File: src/common/asc_pkg.sv
// Purpose: Constants for the asynchronous 64K x 8 SRAM controller.
// Assumes: 100 MHz system clock, period 10 ns.
// Notes:   Times are in ns; cycle counts are derived and rounded up.
package asc_pkg;

  localparam int CLK_PERIOD_NS = 10;
  localparam int ADDR_W        = 16;
  localparam int DATA_W        = 8;

  // Figures of the 70 ns speed grade; a faster grade needs these values changed.
  localparam int WRITE_PULSE_MIN_NS         = 50;
  localparam int SELECT_TO_WRITE_END_NS     = 60;
  localparam int ADDR_VALID_TO_WRITE_END_NS = 60;
  localparam int DATA_OVERLAP_MIN_NS        = 30;
  localparam int DATA_HOLD_AFTER_NS         = 0;
  localparam int ADDR_SETUP_TO_WRITE_NS     = 0;
  localparam int WRITE_RECOVERY_NS          = 0;
  localparam int READ_CYCLE_MIN_NS          = 70;
  localparam int WRITE_CYCLE_MIN_NS         = 70;
  localparam int DISABLE_TO_FLOAT_NS        = 25;

  // Least times round up to whole cycles, never below one.
  function automatic int cyc_up(input int ns);
    int c;
    c = (ns + CLK_PERIOD_NS - 1) / CLK_PERIOD_NS;
    return (c < 1) ? 1 : c;
  endfunction

  localparam int WRITE_PULSE_CYC   = cyc_up(WRITE_PULSE_MIN_NS);
  localparam int SEL_WEND_CYC      = cyc_up(SELECT_TO_WRITE_END_NS);
  localparam int ADDR_WEND_CYC     = cyc_up(ADDR_VALID_TO_WRITE_END_NS);
  localparam int DATA_OVERLAP_CYC  = cyc_up(DATA_OVERLAP_MIN_NS);
  localparam int DATA_HOLD_CYC     = cyc_up(DATA_HOLD_AFTER_NS);
  localparam int ADDR_SETUP_CYC    = cyc_up(ADDR_SETUP_TO_WRITE_NS);
  localparam int RECOVERY_CYC      = cyc_up(WRITE_RECOVERY_NS);
  localparam int READ_CYCLE_CYC    = cyc_up(READ_CYCLE_MIN_NS);
  localparam int WRITE_CYCLE_CYC   = cyc_up(WRITE_CYCLE_MIN_NS);
  localparam int FLOAT_CYC         = cyc_up(DISABLE_TO_FLOAT_NS);

  localparam int CNT_W = 8;

  typedef enum logic [2:0]
  {
    ASC_IDLE  = 3'b000,
    ASC_WSET  = 3'b001,
    ASC_WPUL  = 3'b010,
    ASC_WREC  = 3'b011,
    ASC_RACC  = 3'b100,
    ASC_RFLT  = 3'b101
  } asc_state_type;

endpackage

File: src/asc_ctrl.sv
// Purpose: Controller driving an asynchronous 64K x 8 SRAM with two selects.
// Assumes: Read data pins are sampled synchronously to clk_i.
// Notes:   Every pin comes from a flip-flop so no glitch can open a write window.
//
// Functional notes
// - Write happens only while both selects and write strobe are asserted together.
// - Hold the write window open at least the minimum write pulse.
// - Keep the chip selected long enough before the write ends.
// - Address is valid no later than the write window opens.
// - Address stays stable long enough before the write ends.
// - Honour write recovery before changing the address.
// - Drive write data long enough before the write ends.
// - Hold write data after the write ends for the hold time.
// - Space successive reads and writes by the minimum cycle times.
`timescale 1ns/1ps
module asc_ctrl
#(
  parameter int ADDR_W = asc_pkg::ADDR_W,
  parameter int DATA_W = asc_pkg::DATA_W
)
(
  input  wire logic              clk_i,
  input  wire logic              rstn_i,
  input  wire logic              req_i,
  input  wire logic              req_write_i,
  input  wire logic [ADDR_W-1:0] req_addr_i,
  input  wire logic [DATA_W-1:0] req_wdata_i,
  output logic                   ready_o,
  output logic                   rvalid_o,
  output logic [DATA_W-1:0]      rdata_o,
  output logic [ADDR_W-1:0]      address_lines_o,
  input  wire logic [DATA_W-1:0] data_lines_i,
  output logic [DATA_W-1:0]      data_lines_o,
  output logic                   data_lines_oe_o,
  output logic                   select_low_active_n_o,
  output logic                   select_high_active_o,
  output logic                   write_strobe_n_o,
  output logic                   output_enable_n_o
);

  localparam int CW = asc_pkg::CNT_W;

  asc_pkg::asc_state_type state;
  asc_pkg::asc_state_type next_state;
  logic [ADDR_W-1:0]      addr;
  logic [ADDR_W-1:0]      next_addr;
  logic [DATA_W-1:0]      wdata;
  logic [DATA_W-1:0]      next_wdata;
  logic                   wdrv;
  logic                   next_wdrv;
  logic                   sel;
  logic                   next_sel;
  logic                   we;
  logic                   next_we;
  logic                   oe;
  logic                   next_oe;
  logic                   sel_n;
  logic                   next_sel_n;
  logic                   we_n;
  logic                   next_we_n;
  logic                   oe_n;
  logic                   next_oe_n;
  logic                   rdy;
  logic                   next_rdy;
  logic                   rv;
  logic                   next_rv;
  logic [DATA_W-1:0]      rdata;
  logic [DATA_W-1:0]      next_rdata;
  logic                   t_load;
  logic [CW-1:0]          t_value;
  logic                   t_done;
  logic                   c_load;
  logic [CW-1:0]          c_value;
  logic                   c_done;

  // Phase timer paces each step inside an access.
  asc_timer #(.CNT_W(CW)) u_phase
  (
    .clk_i   (clk_i),
    .rstn_i  (rstn_i),
    .load_i  (t_load),
    .value_i (t_value),
    .done_o  (t_done)
  );

  // Cycle timer enforces the least spacing between access starts.
  asc_timer #(.CNT_W(CW)) u_cycle
  (
    .clk_i   (clk_i),
    .rstn_i  (rstn_i),
    .load_i  (c_load),
    .value_i (c_value),
    .done_o  (c_done)
  );

  //////////////////////////////////////////////////////////////////////////////
  // Sequencer next-state logic.
  always_comb
  begin
    next_state = state;
    next_addr  = addr;
    next_wdata = wdata;
    next_wdrv  = wdrv;
    next_sel   = sel;
    next_we    = we;
    next_oe    = oe;
    next_rdy   = rdy;
    next_rv    = 1'b0;
    next_rdata = rdata;
    t_load     = 1'b0;
    t_value    = '0;
    c_load     = 1'b0;
    c_value    = '0;
    case (state)
      asc_pkg::ASC_IDLE:
      begin
        if (req_i && rdy)
        begin
          next_rdy  = 1'b0;
          next_addr = req_addr_i;
          next_sel  = 1'b1;
          c_load    = 1'b1;
          t_load    = 1'b1;
          if (req_write_i)
          begin
            next_wdata = req_wdata_i;
            next_wdrv  = 1'b1;
            c_value    = CW'(asc_pkg::WRITE_CYCLE_CYC);
            t_value    = CW'(asc_pkg::ADDR_SETUP_CYC);
            next_state = asc_pkg::ASC_WSET;
          end
          else
          begin
            next_oe    = 1'b1;
            c_value    = CW'(asc_pkg::READ_CYCLE_CYC);
            t_value    = CW'(asc_pkg::READ_CYCLE_CYC);
            next_state = asc_pkg::ASC_RACC;
          end
        end
        else
        begin
          next_rdy = c_done;
        end
      end
      asc_pkg::ASC_WSET:
      begin
        // Strobe falls last, so the window opens on it with address and data settled.
        if (t_done)
        begin
          next_we    = 1'b1;
          t_load     = 1'b1;
          t_value    = CW'(asc_pkg::SEL_WEND_CYC);
          next_state = asc_pkg::ASC_WPUL;
        end
      end
      asc_pkg::ASC_WPUL:
      begin
        // The select-to-write-end figure alone sets the window; pulse, address and data fit inside it.
        if (t_done)
        begin
          next_we    = 1'b0;
          t_load     = 1'b1;
          t_value    = CW'(asc_pkg::DATA_HOLD_CYC);
          next_state = asc_pkg::ASC_WREC;
        end
      end
      asc_pkg::ASC_WREC:
      begin
        // Selects and data driver drop only after the strobe, so the strobe ends the write.
        if (t_done)
        begin
          next_sel   = 1'b0;
          next_wdrv  = 1'b0;
          next_state = asc_pkg::ASC_IDLE;
        end
      end
      asc_pkg::ASC_RACC:
      begin
        if (t_done)
        begin
          next_rdata = data_lines_i;
          next_rv    = 1'b1;
          next_oe    = 1'b0;
          next_sel   = 1'b0;
          t_load     = 1'b1;
          t_value    = CW'(asc_pkg::FLOAT_CYC);
          next_state = asc_pkg::ASC_RFLT;
        end
      end
      asc_pkg::ASC_RFLT:
      begin
        // Waiting out the float time keeps a following write off a driven bus.
        if (t_done)
        begin
          next_state = asc_pkg::ASC_IDLE;
        end
      end
      default:
      begin
        next_state = asc_pkg::ASC_IDLE;
        next_sel   = 1'b0;
        next_we    = 1'b0;
        next_oe    = 1'b0;
        next_wdrv  = 1'b0;
      end
    endcase
    // Active-low pins get flops of their own, so no inverter sits between flop and pin.
    next_sel_n = ~next_sel;
    next_we_n  = ~next_we;
    next_oe_n  = ~next_oe;
  end

  //////////////////////////////////////////////////////////////////////////////
  // Sequencer registers.
  always_ff @(posedge clk_i or negedge rstn_i)
  begin
    if (!rstn_i)
    begin
      state <= asc_pkg::ASC_IDLE;
      addr  <= '0;
      wdata <= '0;
      wdrv  <= 1'b0;
      sel   <= 1'b0;
      we    <= 1'b0;
      oe    <= 1'b0;
      rdy   <= 1'b0;
      rv    <= 1'b0;
      rdata <= '0;
      sel_n <= 1'b1;
      we_n  <= 1'b1;
      oe_n  <= 1'b1;
    end
    else
    begin
      state <= next_state;
      addr  <= next_addr;
      wdata <= next_wdata;
      wdrv  <= next_wdrv;
      sel   <= next_sel;
      we    <= next_we;
      oe    <= next_oe;
      rdy   <= next_rdy;
      rv    <= next_rv;
      rdata <= next_rdata;
      sel_n <= next_sel_n;
      we_n  <= next_we_n;
      oe_n  <= next_oe_n;
    end
  end

  // Pin and user outputs, each a direct flip-flop output.
  assign address_lines_o       = addr;
  assign data_lines_o          = wdata;
  assign data_lines_oe_o       = wdrv;
  assign select_low_active_n_o = sel_n;
  assign select_high_active_o  = sel;
  assign write_strobe_n_o      = we_n;
  assign output_enable_n_o     = oe_n;
  assign ready_o               = rdy;
  assign rvalid_o              = rv;
  assign rdata_o               = rdata;

endmodule

File: src/asc_timer.sv
// Purpose: Down counter that marks when a loaded number of cycles has passed.
// Assumes: Load and count values fit CNT_W bits.
// Notes:   Done is high while the count is zero.
`timescale 1ns/1ps
module asc_timer
#(
  parameter int CNT_W = 8
)
(
  input  wire logic             clk_i,
  input  wire logic             rstn_i,
  input  wire logic             load_i,
  input  wire logic [CNT_W-1:0] value_i,
  output logic                  done_o
);

  logic [CNT_W-1:0] count;
  logic [CNT_W-1:0] next_count;

  // Load wins over counting so a new phase always starts from its full length.
  always_comb
  begin
    next_count = count;
    if (load_i)
    begin
      next_count = value_i;
    end
    else if (count != '0)
    begin
      next_count = count - 1'b1;
    end
  end

  always_ff @(posedge clk_i or negedge rstn_i)
  begin
    if (!rstn_i)
    begin
      count <= '0;
    end
    else
    begin
      count <= next_count;
    end
  end

  assign done_o = (count == '0);

endmodule

File: config.mk
export PLATFORM = sky130hd
export DESIGN_NAME = asc_ctrl
export DESIGN_NICKNAME = d
export VERILOG_FILES = /design/src/common/asc_pkg.sv /design/src/asc_ctrl.sv /design/src/asc_timer.sv
export SDC_FILE = /design/constraint.sdc
export NUM_CORES = 1
export LEC_CHECK = 0
export BUFFER_PORTS_ARGS = -buffer_cell sky130_fd_sc_hd__clkbuf_2
export CAP_MARGIN = 10
export CORE_UTILIZATION = 40
export DETAILED_ROUTE_END_ITERATION = 12
export SLEW_MARGIN = 20
export SYNTH_ARGS = -nofsm -noshare
export SYNTH_HDL_FRONTEND = slang
export SYNTH_HIERARCHICAL = 1
export SYNTH_SLANG_ARGS = --single-unit
File: constraint.sdc
create_clock -name clk_i -period 3.2 [get_ports clk_i]
set_input_delay 0.64 -clock clk_i [delete_from_list [all_inputs] [get_ports clk_i]]
set_output_delay 0.64 -clock clk_i [all_outputs]
set_load 0.005 [all_outputs]
### Yosys cells after proc, flatten, opt, wreduce, memory -nomap -nowiden

Index checks and enable logic that the tools add are counted.

* output and inout bits: 39
* word-level logic and storage cells: 92
* input port bits: 36
* register bits after elaboration: 60

* muxes and demuxes: 39
* bitwise gates (word level): 4
* add/sub/neg operators: 2
* reduce and logical (&&, ||, !) cells: 20
* equality and inequality tests: 12

Operator list (count)
* 2-to-1 mux 3 bit: 11
* 2-to-1 mux 8 bit: 4
* logical NOT 8 bit: 2
* 2-to-1 mux 1 bit: 16
* nonzero test 8 bit: 2
* subtractor 8 x 1 -> 8 bit, second input constant: 2
* one-hot mux 3 bit (5 select lines): 1
* inequality test 2 bit, second input constant: 6
* one-hot mux 1 bit (3 select lines): 4
* one-hot mux 3 bit (4 select lines): 1
* OR reduction 4 bit: 3
* == test 3 x 2 -> 1 bit, second input constant: 2
* == test 3 bit, second input constant: 2
* OR reduction 3 bit: 2
* AND reduction 5 bit: 1
* NOT 1 bit: 4
* AND reduction 2 bit: 2
* AND reduction 4 bit: 1
* nonzero test 2 bit: 2
* OR reduction 2 bit: 2
* == test 3 x 1 -> 1 bit, second input constant: 1
* logical NOT 3 bit: 1
* AND reduction 3 bit: 1
* 2-to-1 mux 2 bit: 1
* other kinds (3): 3

### Longest topological paths before layout

* depth after elaboration: 4
* depth in mapped cells: 13
* depth with buffers taken out: 11

### Cells and area by module

Netlist, hierarchy kept.

Modules (own cells, without submodules)
* asc_ctrl: times used 1, cells an instance 176, area an instance 1900.6 µm², sequential area each 1104.8 µm²
* asc_timer at u_phase: times used 1, cells an instance 54, area an instance 488.0 µm², sequential area each 200.2 µm²
* asc_timer at u_cycle: times used 1, cells an instance 54, area an instance 476.7 µm², sequential area each 200.2 µm²

### Worst setup path after synthesis

OpenSTA, ideal clock, no wires.

* path kind: flip-flop to flip-flop
* start point: register u_phase.count[3]
* end point: register u_phase.count[5]
* slack: 0.407 ns
* required time: 3.096 ns
* arrival time: 2.689 ns
* path buffers: 3
* stages on the path, launching flop included: 11
* library setup time: 0.104 ns
* period minus slack after synthesis: 2.793 ns
* cell sequence: dfrtp_1 > buf_6 > or4_4 > nor3_1 > nor2b_1 > and3_1 > buf_2 > nand2b_1 > inv_1 > clkbuf_1 > a221oi_1

* word-level cells in the longest chain between the ends: 4
* elaborated cells on any way between the ends: 8
* those cells by class: add/sub (1); mux (4); reduce/logical (3)

Ends and longest elaborated chain
* start: declaration: line asc_timer.sv:17 `logic [CNT_W-1:0] count;`
* start signal: assignment: line asc_timer.sv:42 `count <= next_count;`
* logical NOT 8 bit (*): line asc_timer.sv:46 `assign done_o = (count == '0);`
* named net t_done: line asc_ctrl.sv:71 `logic t_done;`
* 2-to-1 mux 1 bit (*): line asc_ctrl.sv:148, asc_ctrl.sv:159, asc_ctrl.sv:179
* one-hot mux 1 bit (2 select lines) (*): line asc_ctrl.sv:114 `case (state)`
* named net t_load: line asc_ctrl.sv:69 `logic t_load;`
* 2-to-1 mux 8 bit / nonzero test 2 bit (equally long branches)

Mark *: on every way through the listed nets, which the timed path passes. The rest lies on a longest branch. The select of a mux whose other input is x is not followed.
A chain may end at the register's enable or synchronous reset.

### Worst setup path in the final report

* start point: register u_phase.count[3]
* end point: register u_phase.count[0]

Same word-level chain as after synthesis.

==> summary.md <==
| Metric | Value |
|---|---|
| Post-synthesis sequential area ratio | 0.525 |
| Tmin final | 2.72 ns |
| Vias/cell | 4.93 |
| Gpl congestion | approximately 0.86 |
| Post-CTS Setup Bufs | 0 |
| Core Rows | 30 |
| Most frequent cell after synthesis | nand2_1 |
| Fin. Hold Viols | 0 |
| CP peak stage delay | 0.60 ns |
| Number of port buffers | 74 |
| Max Clock Freq | 0.368 GHz |
| First-pass GRT wire length | approximately 9700 um |
| Max-slew headroom | 0.628 |
| Slew Viols, Final | 0 |
| CP Capture Type | flop |
| Clk pin slew, worst setup/hold paths | 0.07 ns |
| Seq cells post-synth | 60 |
| Largest cells by area after synthesis | dfrtp_1, nand2_1, mux2_4 |
| WL per Instance | 12.3 um |
| Share of cells above drive strength 1 | 0.315 |
| GRT Total Usage | 0.168 |
| CP delay by family, top | simple AND/OR/NAND/NOR gates |
| Ys flop type | dfrtp_1 |
| Post-synth top cells | nand2_1, dfrtp_1, nor2_1 |
| Resized cells post-CTS | 0 |
| Final wirelength | 5770 um |
| Initial Util | 0.417 |
| Die Span Y | 86.6 um |
| ANT nets after route | 0 |
| Final period util | 0.850 |
| Cell area power density | 650 mW/mm^2 |
| Total Nets Final | 408 |
| Post-synth EDFFs | 0 |
| Capturing point of the worst reg2reg path | u_phase/count[0]$_DFFE_PN0P_ |
| Ys Warns | 6 |
| R2r setup slk | about 0.48 ns |
| Busiest grt layer | met2 |
| 1st-iter DRT viols | 152 |
| RR Startpoint | u_phase/count[3]$_DFFE_PN0P_ |
| Slowest cell on the critical path | or4_4 |
| Clock latency on the worst-skew pair | 0.33 ns |
| Area delta synth->final | 23.1% |
| TritonCTS clock tree | done |
| Die Footprint | around 0.0075 sq mm |
| Req. time, crit path | 3.41 ns |
| RSZ-0062 raised after global routing | false |
| WHS | 0.265 ns |
| Final Util | 0.514 |
| Die width | 86.6 um |
| Worst R2R Path Depth | 8 |
| Vias | about 2300 |
| Worst setup margin | 0.480 ns |
| Residual DRC | 0 |
| Pre-CTS setup slack | 0.500 ns |
| Synth Cell Area | 0.00287 sq mm |
| Initial antenna violation count | 0 |
| I/O pin count | 75 |
| Slew of the pin with the lowest slew margin | 0.559 ns |
| Vias in the first global route | 2097 |
| Worst EP arrival | 2.93 ns |
| Post-Synthesis Cells | 284 |
| Total CTS buffers | 9 |
| Grt ovf | 0 |
| CP Buf/Inv Count | 2 |
| Hold Path Class | input port to asynchronous set/reset pin |
| Detailed placement HPWL | 4030 um |
| CTS root buf | clkbuf_8 |
| Met3 usage | 0.0362 |
| Bufs on Longest Clock Path | 2 |
| Met1 usage | 0.236 |
| Worst-path maximum fanout | 15 |
| DP Area | 0.00335 sq mm |
| N_diodes | 0 |
| Top-area cell type share of the netlist area | 0.498 |
| Run status | finished clean |
| CTS sink count | 60 |
| Crit Path Class | flop to flop |
| Syn_area_per_cell | 10.1 sq um |
| Maximum VDD drop | 0.000288 V |
| Stages on worst setup path | 8 |
| Sequence of cells on the critical path | or4_4 -> nor3_1 -> buf_4 -> nor2b_1 -> and3_1 -> nand2b_1 -> inv_1 -> o221a_2 |
| TNS Setup | 0 ns |
| Synth unique cells | 52 |
| Drt first pass iters | 4 |
| Largest net degree at the start of global routing | 34 |
| Setup violators final | 0 |
| M2 GR Usage | 0.245 |
| Cell taking the most area after synthesis | dfrtp_1 |
| Async set-reset flop share out of synthesis | 1.00 |
| Clock skew | 0.00813 ns |
| Core box area | 0.00687 sq mm |
| Design area | between 0.003 and 0.004 sq mm |
| Leak Pwr | 0.00176 uW |
| Startpoint types | flop |
| Max Cap Viol | 0 |
| # H-tree levels | 3 |
| # hold bufs at CTS | 0 |
==> layer usage <==
layer | share of wire | wire length, um | vias up
met4 | 0.013 | 74 | 0
met2 | 0.47 | 2710 | 60
met5 | 0 | 0 | -
met1 | 0.47 | 2710 | 1091
met3 | 0.046 | 268 | 7
li1 | - | - | 1162
==> worst max-delay path by stage <==
stage                     slack, ns                      endpoint                          from
after floorplan                0.41  u_phase/count[5]$_DFFE_PN0P_  u_phase/count[3]$_DFFE_PN0P_
after global placement         0.57  u_phase/count[0]$_DFFE_PN0P_  u_phase/count[3]$_DFFE_PN0P_
after detailed placement       0.50  u_phase/count[0]$_DFFE_PN0P_  u_phase/count[3]$_DFFE_PN0P_
after CTS                      0.48  u_phase/count[0]$_DFFE_PN0P_  u_phase/count[3]$_DFFE_PN0P_
after global routing           0.28  u_phase/count[0]$_DFFE_PN0P_  u_phase/count[3]$_DFFE_PN0P_
final                          0.48  u_phase/count[0]$_DFFE_PN0P_  u_phase/count[3]$_DFFE_PN0P_
==> where the power goes <==
group          internal [uW]  switching [uW]
Clock                    321             294
Combinational            283             290
Sequential               901             206
==> stage by stage <==
stage	cells	total power (uW)
after global routing	471	2480
after detailed placement	455	1700
after CTS	471	2320
after global placement	455	1680
final	471	2290
after floorplan	293	1540
==> kinds of logic after synthesis <==
logic type / count (synthesis) / share of synthesized area
AOI/OAI and AO/OA: 57 / 0.131
xor gates and xnor gates: 3 / 0.00917
adders and majority gates: 2 / 0.00873
buffers and inverters: 23 / 0.0406
DFF: 60 / 0.525
muxes: 17 / 0.0769
other: 1 / 0.00131
and+or+nand+nor: 121 / 0.207
==> layout make-up <==
type | count | area, sq um
flip-flops and latches | 60 | 1510
multi-input cells | 210 | 1280
fillers | 638 | 3340
repair buffers | 78 | 400
inverters | 11 | 46.3
clock inverters | 4 | 23.8
well taps | 96 | 120
clock buffers | 12 | 155
==> sequential cells by signal, indices dropped and copies added (netlist names) <==
| name | cells |
|---|---|
| select_low_active_n_o | 1 |
| ready_o | 1 |
| rdata_o | 8 |
| rvalid_o | 1 |
| address_lines_o | 16 |
| data_lines_oe_o | 1 |
| output_enable_n_o | 1 |
| u_phase/count | 8 |
| write_strobe_n_o | 1 |
| u_cycle/count | 8 |
| state | 3 |
| data_lines_o | 8 |
| we | 1 |
| select_high_active_o | 1 |
| oe | 1 |
==> layout by cell type, fill, tap and decap left out, drive strengths merged, types with 3 or more instances in the layout <==
master | synthesis | final
buf | 5 | 4
mux2 | 16 | 16
o31ai | 6 | 6
nand3 | 6 | 6
nand2b | 6 | 6
dfstp | 3 | 3
dfrtp | 57 | 57
nand2 | 62 | 62
a221oi | 3 | 3
o21ai | 13 | 13
a31oi | 4 | 4
inv | 10 | 10
xnor2 | 3 | 3
or4 | 4 | 4
a211oi | 3 | 3
nor2 | 15 | 15
or3 | 3 | 3
clkbuf | 6 | 86
nor4 | 3 | 3
a21oi | 13 | 13
conb | 1 | 10
nor3 | 10 | 10
clkinv | 1 | 5
Note: power is estimated with default switching activity, not from simulation.
